$ cat src/sadc_defs.svh
// constants of the converter control and read port
`ifndef SADC_DEFS_SVH
`define SADC_DEFS_SVH
`define SADC_WIDTH 16
`define SADC_CLK_NS 10
`define SADC_T_CONV_NS 2500
`define SADC_CONV_CYC ((`SADC_T_CONV_NS) / (`SADC_CLK_NS))
`define SADC_STEPS ((`SADC_WIDTH) + 2)
`define SADC_DECIDE_CYC ((`SADC_CONV_CYC) / (`SADC_STEPS))
`define SADC_FIFO_DEPTH 32
`define SADC_LATCH_RST 16'h0000
`define SADC_PIN_RST 4'h3
`define SADC_PIN_CS 0
`define SADC_PIN_RC 1
`define SADC_PIN_BSEL 2
`define SADC_PIN_COMP 3
`endif

$ cat src/sadc_pkg.sv
// types of the converter control and read port
`default_nettype none
package sadc_pkg;
	typedef enum logic [3:0] {
		ST_IDLE = 4'h1,
		ST_CLEAR = 4'h2,
		ST_DECIDE = 4'h4,
		ST_STORE = 4'h8
	} sadc_state_t;
endpackage
`default_nettype wire

$ cat src/sadc_core.sv
// control, approximation register and read port of the converter
`include "sadc_defs.svh"
`timescale 1ns/1ps
`default_nettype none
module sadc_core import sadc_pkg::*; #(
	parameter int WIDTH = `SADC_WIDTH,
	parameter int DECIDE_CYC = `SADC_DECIDE_CYC,
	parameter int FIFO_DEPTH = `SADC_FIFO_DEPTH
) (
	input wire logic CLK,
	input wire logic RST,
	input wire logic CS_N,
	input wire logic RC,
	input wire logic BYTE_SEL,
	input wire logic COMP_HI,
	output logic [WIDTH-1:0] RESULT_BUS_O,
	output logic [WIDTH-1:0] RESULT_BUS_OE_N,
	output logic BUSY_N,
	output logic HOLD,
	output logic [WIDTH-1:0] DAC_CODE,
	output logic STRM_VALID,
	output logic [WIDTH-1:0] STRM_DATA,
	input wire logic STRM_READY
);
	generate
		if (WIDTH < 2 || WIDTH % 2 != 0) begin : g_bad_width
			$error("width must be even");
		end
		// comparator reaches comp_f four edges late; a shorter step decides on stale data
		if (DECIDE_CYC < 5 || DECIDE_CYC > 255) begin : g_bad_decide
			$error("decision period out of range");
		end
	endgenerate

	localparam int HALF = WIDTH / 2;

	function automatic logic [WIDTH-1:0] to_twos(input logic [WIDTH-1:0] code);
		to_twos = {~code[WIDTH-1], code[WIDTH-2:0]};
	endfunction

	function automatic logic [WIDTH-1:0] order(input logic [WIDTH-1:0] w, input logic swap);
		order = swap ? {w[HALF-1:0], w[WIDTH-1:HALF]} : w;
	endfunction

	// pin synchronisers: three stages, a change counts once stages two and three agree
	logic [3:0] pin_s1_q;
	logic [3:0] pin_s2_q;
	logic [3:0] pin_s3_q;
	logic [3:0] pin_q;
	always_ff @(posedge CLK or posedge RST) begin
		if (RST) begin
			pin_s1_q <= `SADC_PIN_RST;
			pin_s2_q <= `SADC_PIN_RST;
			pin_s3_q <= `SADC_PIN_RST;
			pin_q <= `SADC_PIN_RST;
		end else begin
			pin_s1_q <= {COMP_HI, BYTE_SEL, RC, CS_N};
			pin_s2_q <= pin_s1_q;
			pin_s3_q <= pin_s2_q;
			pin_q <= (pin_s3_q & ~(pin_s2_q ^ pin_s3_q)) | (pin_q & (pin_s2_q ^ pin_s3_q));
		end
	end

	logic cs_n_f;
	logic rc_f;
	logic bsel_f;
	logic comp_f;
	logic comb_now;
	logic comb_prev_q;
	logic comb_fall;
	assign cs_n_f = pin_q[`SADC_PIN_CS];
	assign rc_f = pin_q[`SADC_PIN_RC];
	assign bsel_f = pin_q[`SADC_PIN_BSEL];
	assign comp_f = pin_q[`SADC_PIN_COMP];
	assign comb_now = cs_n_f | rc_f;
	assign comb_fall = comb_prev_q & ~comb_now;

	always_ff @(posedge CLK or posedge RST) begin
		if (RST) begin
			comb_prev_q <= 1'b1;
		end else begin
			comb_prev_q <= comb_now;
		end
	end

	// sequencer
	sadc_state_t state_q;
	logic [7:0] step_q;
	logic step_en;
	logic rearm_q;
	logic start;
	logic store_done;
	logic fifo_ready;
	logic [WIDTH-1:0] approx_q;
	logic [WIDTH-1:0] mask_q;
	logic [WIDTH-1:0] latch_q;
	logic busy_n_q;
	logic hold_q;

	assign step_en = step_q == 8'h00;
	// only idle looks at start, so a running conversion cannot be restarted
	assign start = (state_q == ST_IDLE) & ~comb_now & (comb_fall | rearm_q);
	assign store_done = (state_q == ST_STORE) & fifo_ready;

	always_ff @(posedge CLK or posedge RST) begin
		if (RST) begin
			state_q <= ST_IDLE;
		end else begin
			case (state_q)
				ST_IDLE: begin
					if (start) begin
						state_q <= ST_CLEAR;
					end
				end
				ST_CLEAR: begin
					if (step_en) begin
						state_q <= ST_DECIDE;
					end
				end
				ST_DECIDE: begin
					if (step_en && mask_q[0]) begin
						state_q <= ST_STORE;
					end
				end
				ST_STORE: begin
					// a full fifo stalls here and keeps busy low
					if (fifo_ready) begin
						state_q <= ST_IDLE;
					end
				end
				default: state_q <= ST_IDLE;
			endcase
		end
	end

	// decision clock enable from a divider
	always_ff @(posedge CLK or posedge RST) begin
		if (RST) begin
			step_q <= 8'(DECIDE_CYC - 1);
		end else if (start || step_en || state_q == ST_IDLE || state_q == ST_STORE) begin
			step_q <= 8'(DECIDE_CYC - 1);
		end else begin
			step_q <= step_q - 8'h01;
		end
	end

	// pulse on the edge that raises busy so a still-low start condition restarts
	always_ff @(posedge CLK or posedge RST) begin
		if (RST) begin
			rearm_q <= 1'b0;
		end else begin
			rearm_q <= store_done;
		end
	end

	// approximation register and trial bit
	always_ff @(posedge CLK or posedge RST) begin
		if (RST) begin
			approx_q <= '0;
			mask_q <= '0;
		end else if (start) begin
			approx_q <= '0;
			mask_q <= '0;
		end else if (state_q == ST_CLEAR && step_en) begin
			mask_q <= {1'b1, {(WIDTH-1){1'b0}}};
			approx_q <= {1'b1, {(WIDTH-1){1'b0}}};
		end else if (state_q == ST_DECIDE && step_en) begin
			// comparator high keeps the trial bit; then try the next lower bit
			approx_q <= ((comp_f ? approx_q : (approx_q & ~mask_q)) | (mask_q >> 1));
			mask_q <= mask_q >> 1;
		end
	end

	// output latches load on the same edge that raises busy
	always_ff @(posedge CLK or posedge RST) begin
		if (RST) begin
			latch_q <= `SADC_LATCH_RST;
		end else if (store_done) begin
			latch_q <= to_twos(approx_q);
		end
	end

	always_ff @(posedge CLK or posedge RST) begin
		if (RST) begin
			busy_n_q <= 1'b1;
			hold_q <= 1'b0;
		end else if (start) begin
			busy_n_q <= 1'b0;
			hold_q <= 1'b1;
		end else if (store_done) begin
			busy_n_q <= 1'b1;
			hold_q <= 1'b0;
		end
	end

	// read port
	logic [WIDTH-1:0] bus_q;
	logic oe_n_q;
	always_ff @(posedge CLK or posedge RST) begin
		if (RST) begin
			bus_q <= '0;
			oe_n_q <= 1'b1;
		end else begin
			bus_q <= order(latch_q, bsel_f);
			oe_n_q <= cs_n_f | ~rc_f;
		end
	end

	assign RESULT_BUS_O = bus_q;
	assign RESULT_BUS_OE_N = {WIDTH{oe_n_q}};
	assign BUSY_N = busy_n_q;
	assign HOLD = hold_q;
	assign DAC_CODE = approx_q;

	sadc_fifo #(
		.WIDTH(WIDTH),
		.DEPTH(FIFO_DEPTH)
	) u_fifo (
		.clk(CLK),
		.rst(RST),
		.in_valid(state_q == ST_STORE),
		.in_data(to_twos(approx_q)),
		.in_ready(fifo_ready),
		.out_valid(STRM_VALID),
		.out_data(STRM_DATA),
		.out_ready(STRM_READY)
	);

	chk_bus_float: assert property (
		@(posedge CLK) disable iff (RST)
		(cs_n_f || !rc_f) |=> (RESULT_BUS_OE_N == {WIDTH{1'b1}}))
		else $error("result bus driven while deselected");

	chk_bus_drive: assert property (
		@(posedge CLK) disable iff (RST)
		(!cs_n_f && rc_f) |=> (RESULT_BUS_OE_N == '0))
		else $error("result bus not driven during read");

	chk_word_order: assert property (
		@(posedge CLK) disable iff (RST)
		(!bsel_f && !store_done) |=> (RESULT_BUS_O == latch_q))
		else $error("word order wrong");

	chk_byte_swap: assert property (
		@(posedge CLK) disable iff (RST)
		(bsel_f && !store_done) |=> (RESULT_BUS_O == {latch_q[HALF-1:0], latch_q[WIDTH-1:HALF]}))
		else $error("bytes not exchanged");

	chk_start_busy: assert property (
		@(posedge CLK) disable iff (RST)
		(comb_fall && busy_n_q) |=> (!BUSY_N && HOLD && approx_q == '0))
		else $error("start did not raise hold and busy");

	chk_busy_run: assert property (
		@(posedge CLK) disable iff (RST)
		$fell(BUSY_N) |-> (!BUSY_N && state_q != ST_IDLE) [*8])
		else $error("busy ended early");

	chk_msb_first: assert property (
		@(posedge CLK) disable iff (RST)
		(state_q == ST_CLEAR && step_en) |=> (mask_q == {1'b1, {(WIDTH-1){1'b0}}}) ##[1:300] (mask_q == '0 || mask_q[WIDTH-2]))
		else $error("decisions not msb first");

	chk_latch_end: assert property (
		@(posedge CLK) disable iff (RST)
		$rose(BUSY_N) |-> (latch_q == to_twos($past(approx_q))))
		else $error("latch not loaded at busy rise");

	chk_no_restart: assert property (
		@(posedge CLK) disable iff (RST)
		(state_q != ST_IDLE && !store_done) |=> !BUSY_N)
		else $error("conversion restarted");

	chk_rearm: assert property (
		@(posedge CLK) disable iff (RST)
		$rose(BUSY_N) ##1 !comb_now |=> !BUSY_N)
		else $error("no back to back conversion");

	chk_hold_busy: assert property (
		@(posedge CLK) disable iff (RST)
		HOLD == !BUSY_N)
		else $error("hold and busy disagree");

	chk_idle_busy: assert property (
		@(posedge CLK) disable iff (RST)
		(state_q == ST_IDLE) |-> BUSY_N)
		else $error("busy low while idle");
endmodule
`default_nettype wire

$ cat src/sadc_fifo.sv
// result fifo with registered read data
`timescale 1ns/1ps
`default_nettype none
module sadc_fifo #(
	parameter int WIDTH = 16,
	parameter int DEPTH = 32
) (
	input wire logic clk,
	input wire logic rst,
	input wire logic in_valid,
	input wire logic [WIDTH-1:0] in_data,
	output logic in_ready,
	output logic out_valid,
	output logic [WIDTH-1:0] out_data,
	input wire logic out_ready
);
	localparam int AW = $clog2(DEPTH);
	generate
		if (DEPTH < 2 || (DEPTH & (DEPTH - 1)) != 0) begin : g_bad_depth
			$error("fifo depth must be a power of two");
		end
	endgenerate
	logic [WIDTH-1:0] mem_q [DEPTH];
	logic [AW-1:0] wr_q;
	logic [AW-1:0] rd_q;
	logic [AW:0] cnt_q;
	logic out_valid_q;
	logic [WIDTH-1:0] out_data_q;
	logic push;
	logic load;
	// honest full: the output register is not counted as space
	assign in_ready = cnt_q != (AW+1)'(DEPTH);
	assign push = in_valid & in_ready;
	assign load = (cnt_q != '0) & (~out_valid_q | out_ready);
	assign out_valid = out_valid_q;
	assign out_data = out_data_q;
	always_ff @(posedge clk) begin
		if (push) begin
			mem_q[wr_q] <= in_data;
		end
	end
	always_ff @(posedge clk or posedge rst) begin
		if (rst) begin
			wr_q <= '0;
			rd_q <= '0;
			cnt_q <= '0;
		end else begin
			if (push) begin
				wr_q <= wr_q + 1'b1;
			end
			if (load) begin
				rd_q <= rd_q + 1'b1;
			end
			case ({push, load})
				2'b10: cnt_q <= cnt_q + 1'b1;
				2'b01: cnt_q <= cnt_q - 1'b1;
				default: cnt_q <= cnt_q;
			endcase
		end
	end
	always_ff @(posedge clk or posedge rst) begin
		if (rst) begin
			out_valid_q <= 1'b0;
			out_data_q <= '0;
		end else if (load) begin
			out_valid_q <= 1'b1;
			out_data_q <= mem_q[rd_q];
		end else if (out_ready) begin
			out_valid_q <= 1'b0;
		end
	end
endmodule
`default_nettype wire

$ cat config.mk
export PLATFORM = sky130hd
export DESIGN_NAME = sadc_core
export DESIGN_NICKNAME = d
export VERILOG_FILES = /design/src/sadc_pkg.sv /design/src/sadc_core.sv /design/src/sadc_fifo.sv
export VERILOG_INCLUDE_DIRS = /design/src
export SDC_FILE = /design/constraint.sdc
export NUM_CORES = 1
export LEC_CHECK = 0
export BUFFER_PORTS_ARGS = -buffer_cell sky130_fd_sc_hd__buf_2
export CAP_MARGIN = 40
export CORE_MARGIN = 2
export CORE_UTILIZATION = 45
export DETAILED_ROUTE_END_ITERATION = 10
export GPL_TIMING_DRIVEN = 1
export PLACE_DENSITY = 0.62
export SLEW_MARGIN = 20
export SYNTH_ARGS = -nofsm -noshare
export SYNTH_HDL_FRONTEND = slang
export SYNTH_SLANG_ARGS = --single-unit
$ cat constraint.sdc
create_clock -name CLK -period 11.45 [get_ports CLK]
set_input_delay 0.5725 -clock CLK [delete_from_list [all_inputs] [get_ports CLK]]
set_output_delay 0.5725 -clock CLK [all_outputs]
set_load 0.05 [all_outputs]
Yosys cells after proc, flatten, opt, wreduce, memory -nomap -nowiden. Memories as Yosys holds them, arrays and structs flattened. A register that Yosys moved wholly into a read port is not among the register bits. Cells that the tools add are included.

Output and inout bits: 67. Bits of input ports: 7. RAM bits: 512. Memories: 1. Word-level logic and storage cells: 93. Register bits: 114.

Bitwise operators: 21. Multiplexer cells: 23. Reductions and logical operators: 13. Equality and inequality tests: 11. Add/subtract/negate cells: 5.

Memory list: u_fifo.mem_q (depth 32, bits a word 16, read ports 1, clocked after Yosys merged registers in 1, write ports 1, line sadc_fifo.sv:23) `logic [WIDTH-1:0] mem_q [DEPTH];`.

Operator list (count): 2-to-1 mux 16 bit (8); bitwise AND 16 bit (1); 2-to-1 mux 4 bit (4); NOT 16 bit (1); OR 16 x 15 -> 16 bit (1); case mux 4 bit (4 select lines) (1); case mux 6 bit (2 select lines) (1); adder 5 x 1 -> 5 bit (second input constant) (2); bitwise AND 4 bit (2); logical NOT 8 bit (1); 2-to-1 mux 1 bit (8); 2-to-1 mux 8 bit (1); != test 2 bit (second input constant) (4); subtractor 8 x 1 -> 8 bit (second input constant) (1); adder 6 x 1 -> 6 bit (second input constant) (1); != test 6 bit (second input constant) (1); nonzero test 2 bit (3); nonzero test 6 bit (1); subtractor 6 x 1 -> 6 bit (second input constant) (1); bitwise AND 1 bit (5); == test 4 x 1 -> 1 bit (second input constant) (1); == test 4 x 2 -> 1 bit (second input constant) (1); == test 4 x 3 -> 1 bit (second input constant) (1); == test 4 bit (second input constant) (1); other kinds (11) (21).

Logic depth before layout (Yosys ltp).
Depth in word-level cells: 9. Gate-level depth with buffers: 15. Gate-level depth less buffers: 12.

Modules after synthesis. From an unflattened synthesis, not the netlist that was laid out.

Cells, all modules: 1470. Area total of the unflattened synthesis: 25530.7 µm².

Modules (own cells, without submodules): sadc_fifo (area each 21450.6 µm², seq. area each 16200.5 µm², times used 1, cells an instance 1143); sadc_core (area each 4080.2 µm², seq. area each 2444.8 µm², times used 1, cells an instance 327).

Worst setup path before layout. OpenSTA, ideal clock, no wires.

Kind: reg-to-reg. From: reg u_fifo.cnt_q[2]. To: reg u_fifo.cnt_q[3]. Cell stages (with the launch flop): 14. Data arrival time: 2.579 ns. Buffers on the path: 3. Data required time: 11.371 ns. Library setup time: 0.079 ns. Period minus slack after synthesis: 2.658 ns. Path slack: 8.792 ns. Path through: dfrtp_1 clkbuf_1 nor3_1 and3b_1 nand2b_1 buf_2 inv_1 ha_1 clkbuf_1 and2_1 o21ai_0 a21oi_1 a311oi_1 xor2_1.

Cells in the longest elaborated chain, start to end: 4. Elaborated cells on any way between the ends: 10. Classes of those cells: 2 x add/sub; 3 x eq/ne; 1 x mux; 2 x bitwise; 2 x reduce/logical.

RTL lines: start: declaration (line sadc_fifo.sv:26) `logic [AW:0] cnt_q;`; start signal: assignment (line sadc_fifo.sv:55) `2'b10: cnt_q <= cnt_q + 1'b1;`; start signal: assignment (line sadc_fifo.sv:56) `2'b01: cnt_q <= cnt_q - 1'b1;`; start signal: assignment (line sadc_fifo.sv:57) `default: cnt_q <= cnt_q;`; nonzero test 6 bit (*) (line sadc_fifo.sv:34) `assign load = (cnt_q != '0) & (~out_valid_q | out_ready);`; bitwise AND 1 bit (*) (line sadc_fifo.sv:34); named net u_fifo.load (line sadc_fifo.sv:30) `logic load;`; == test 2 x 1 -> 1 bit / == test 2 bit (equally long branches) (line sadc_fifo.sv:54) `case ({push, load})`; case mux 6 bit (2 select lines) / nonzero test 2 bit (equally long branches).

The timed path passes the listed nets; every way through them passes the cells marked *. A chain may end at the register's enable or synchronous reset.

==> flow_summary.ini <==
[run_status]
status = finished, final reports clean

[sta]
period_minus_slack_ns = 3.349
tightest_slew_ns = 0.8081
maxSlewHeadroom = 0.4607
rsz0062_at_grt = false
period_share = 0.2925
slew_violations = 0
max_freq_ghz = 0.2986
finalSetupViolCount = 0
hold_viol = 0
fin_skew_ns = 0.01781
tns_ns = 0

[setup_path]
cp-start-kind = flop
crit_arrival_ns = 3.80
required_ns = 11.90
worstSetupPathType = flop to flop
crit_path_end_kind = flop
ff2ff_setup_slack_ns = 8.10
cp_max_fo = 38
ff2ff_path_depth = 7
r2r-end = u_fifo.out_data[13]
rr_startpoint = u_fifo.rd_q[0]

[flow_run]
maxCapViolCount = 0

[detailed_routing]
routed_via_density = 5.644
drtPass1Iterations = 5
wl_per_cell_um = 25.27
drc_errors = 0
vias = 13440
drt_iter0_drc = 1373
drt-total-wl_mm = 60.19
ant_nets = 0

[floorplan]
die_h_um = 241.0
row_count = 86
die_area_um2 = 58070
die_width_um = 241.0
core_area_um2 = 55310
start_util = 0.4569
ios = 74

[cts]
ctsHoldBuffers = 0
root_buffer = clkbuf_16
cts.clk_slew.worst_paths_ns = 0.06
cts_setup_buffers = 0
cts_sinks = 642
tritoncts = yes
clockBufferDepth = 3
h-tree-depth = 3
cts_resized = 0
clock_latency_ns = 0.60
numCtsBuffers = 66

[grt]
grt_remaining_overflow = 0
antenna_found_initial = 1
grt_max_degree = 57
grtUsageTotal = 0.2128
grt_pass1_wl_mm = 89.67
grt_pass1_vias = 13620

[logic_synthesis]
ys_types = 60
synth_top_cell_by_area = edfxtp_1
synth_flop_cell = edfxtp_1
ys_warn_count = 0
syn-num-nets = 1501
synth-seq-area-share = 0.7379
ys_ff_latch = 642
synth_area_per_cell_um2 = 17.02
yosys-top-cells-area = edfxtp_1 61%, dfrtp_1 11%, mux4_2 5.7%
synth_top_area_frac = 0.6084
syn_inst = 1485
netlist_area_um2 = 25270
synth_edf_count = 512
ys_async_sr_fraction = 0.2025

[cells_and_area]
final_nets = 1600
fill_cells = 4532
layout_common_cells = 512 x edfxtp_1, 113 x dfrtp_1, 111 x nand2_1
fin_area_um2 = 28680
area_growth_pct = 13.48
mostFrequentLayoutCell = edfxtp_1
layout-drive-gt1-share = 0.2284

[place]
post-dp-hpwl_mm = 36.76
io_buffers = 73
dpl-instance-area_um2 = 26510
place_congestion = 0.8620

[power_and_ir_drop]
p_leak_uw = 0.009727
ir_drop_uv = 119.9
cellPowerDensity_nw_per_um2 = 166.3

[worst_hold_path]
hold_path_class = input pin to async pin
layout make-up:
cell class,count,area [µm²],area share
flip-flops and latches,642,18650,0.6505
diodes,1,2.502,0.00008727
inverters,14,57.56,0.002007
repair buffers,144,988.4,0.03447
clock inverters,28,335.3,0.01169
clock buffers,89,1810,0.06314
multi-input cells,716,5891,0.2054
well taps,748,935.9,0.03264
per-layer routing:
| layer | share of wire | wire [µm] | track usage | up-vias |
|---|---|---|---|---|
| met5 | 0 | 0 | 0 | - |
| met4 | 0.035 | 2098 | 0.08193 | 0 |
| met3 | 0.058 | 3515 | 0.04312 | 109 |
| met2 | 0.48 | 28890 | 0.3393 | 459 |
| met1 | 0.43 | 25690 | 0.2898 | 6971 |
| li1 | - | - | - | 5904 |
metrics by stage:
| step | instances | utilization | setup WS [ns] | total power [µW] | hold WS, ns |
|---|---|---|---|---|---|
| finish | 2382 | 0.5185 | 8.101 | 4769 | 0.02393 |
| global route | 2381 | 0.5184 | 7.784 | 4906 | 0.05056 |
| CTS | 2378 | 0.5181 | 8.076 | 4802 | 0.02533 |
| detailed placement | 2261 | 0.4793 | 8.086 | 2678 | 0.3372 |
| global placement | 2252 | 0.4763 | 7.937 | 2671 | 0.3328 |
| floorplan | 1485 | - | 7.431 | 2660 | 0.3312 |
worst max-delay path, stage by stage (launching register included):
cell	delay, ns
dfrtp_4	0.81
buf_4	0.35
buf_16	0.28
or3b_1	0.59
o22ai_1	0.13
a211o_1	0.25
nor3_1	0.56
o31ai_1	0.13
report_power, final:
group	switching (µW)	leakage, µW	internal (µW)	total, µW
clock network	869	0.00103	1270	2140
logic	67.6	0.00307	33.3	101
registers	19.2	0.00563	2510	2530
total	956	0.00973	3810	4770
state kept, by name, summed over array words and instances, names as in the netlist, named ones only:
register and count:
u_fifo.out_data 16, comb_prev_q 1, HOLD 1, BUSY_N 1
pin_s3_q 4, latch_q 16, u_fifo.out_valid 1, u_fifo.mem_q 512
u_fifo.cnt_q 6, mask_q 16, DAC_CODE 16, oe_n_q 1
step_q 8, u_fifo.rd_q 5, RESULT_BUS_O 16, state_q 4
u_fifo.wr_q 5, rearm_q 1, pin_s2_q 4, pin_s1_q 4
kinds of logic (layout without fill, tap and decap cells):
kind of cell | count (synthesis) | in the layout | share of synthesized area
compound gates | 190 | 190 | 0.04852
xor+xnor | 24 | 24 | 0.008318
fa+ha+maj | 13 | 13 | 0.006041
buf+inv | 127 | 275 | 0.02911
flops | 642 | 642 | 0.7379
mux | 208 | 208 | 0.1165
other cells | 0 | 1 | 0
simple gates | 281 | 281 | 0.05367
synth_stat cells (3+ instances only):
master,number
xor2_1,11
a31oi_1,3
nor2b_1,32
inv_1,14
edfxtp_1,512
nor4b_1,3
dfrtp_1,116
nand3b_1,7
a22oi_1,16
nand4_1,5
o21ai_0,61
a211o_1,17
nand2b_1,7
a21oi_1,19
nor3_1,19
o22ai_1,33
maj3_1,4
a22o_1,4
o2bb2ai_1,4
xnor2_1,13
mux2i_1,96
mux4_2,64
nor4_1,16
ha_1,9
nand3_1,5
nand2_1,111
clkbuf_1,28
and3b_1,3
o31ai_1,17
buf_6,7
nor3_2,3
nor2_1,57
dfstp_2,14
mux2_2,48
buf_4,44
buf_2,32
worst max-delay path by stage:
stage | endpoint | depth (start not counted) | slack (ns) | startpoint
after detailed placement | u_fifo.out_data[11] | 7 | 8.09 | u_fifo.rd_q[0]
final | u_fifo.out_data[13] | 7 | 8.10 | u_fifo.rd_q[0]
after global routing | u_fifo.out_data[13] | 7 | 7.78 | u_fifo.rd_q[0]
after floorplan | DAC_CODE[0] | 1 | 7.43 | RST
after CTS | u_fifo.out_data[11] | 7 | 8.08 | u_fifo.rd_q[0]
after global placement | u_fifo.out_data[11] | 6 | 7.94 | u_fifo.rd_q[0]
(Power assumes the default switching activity.)
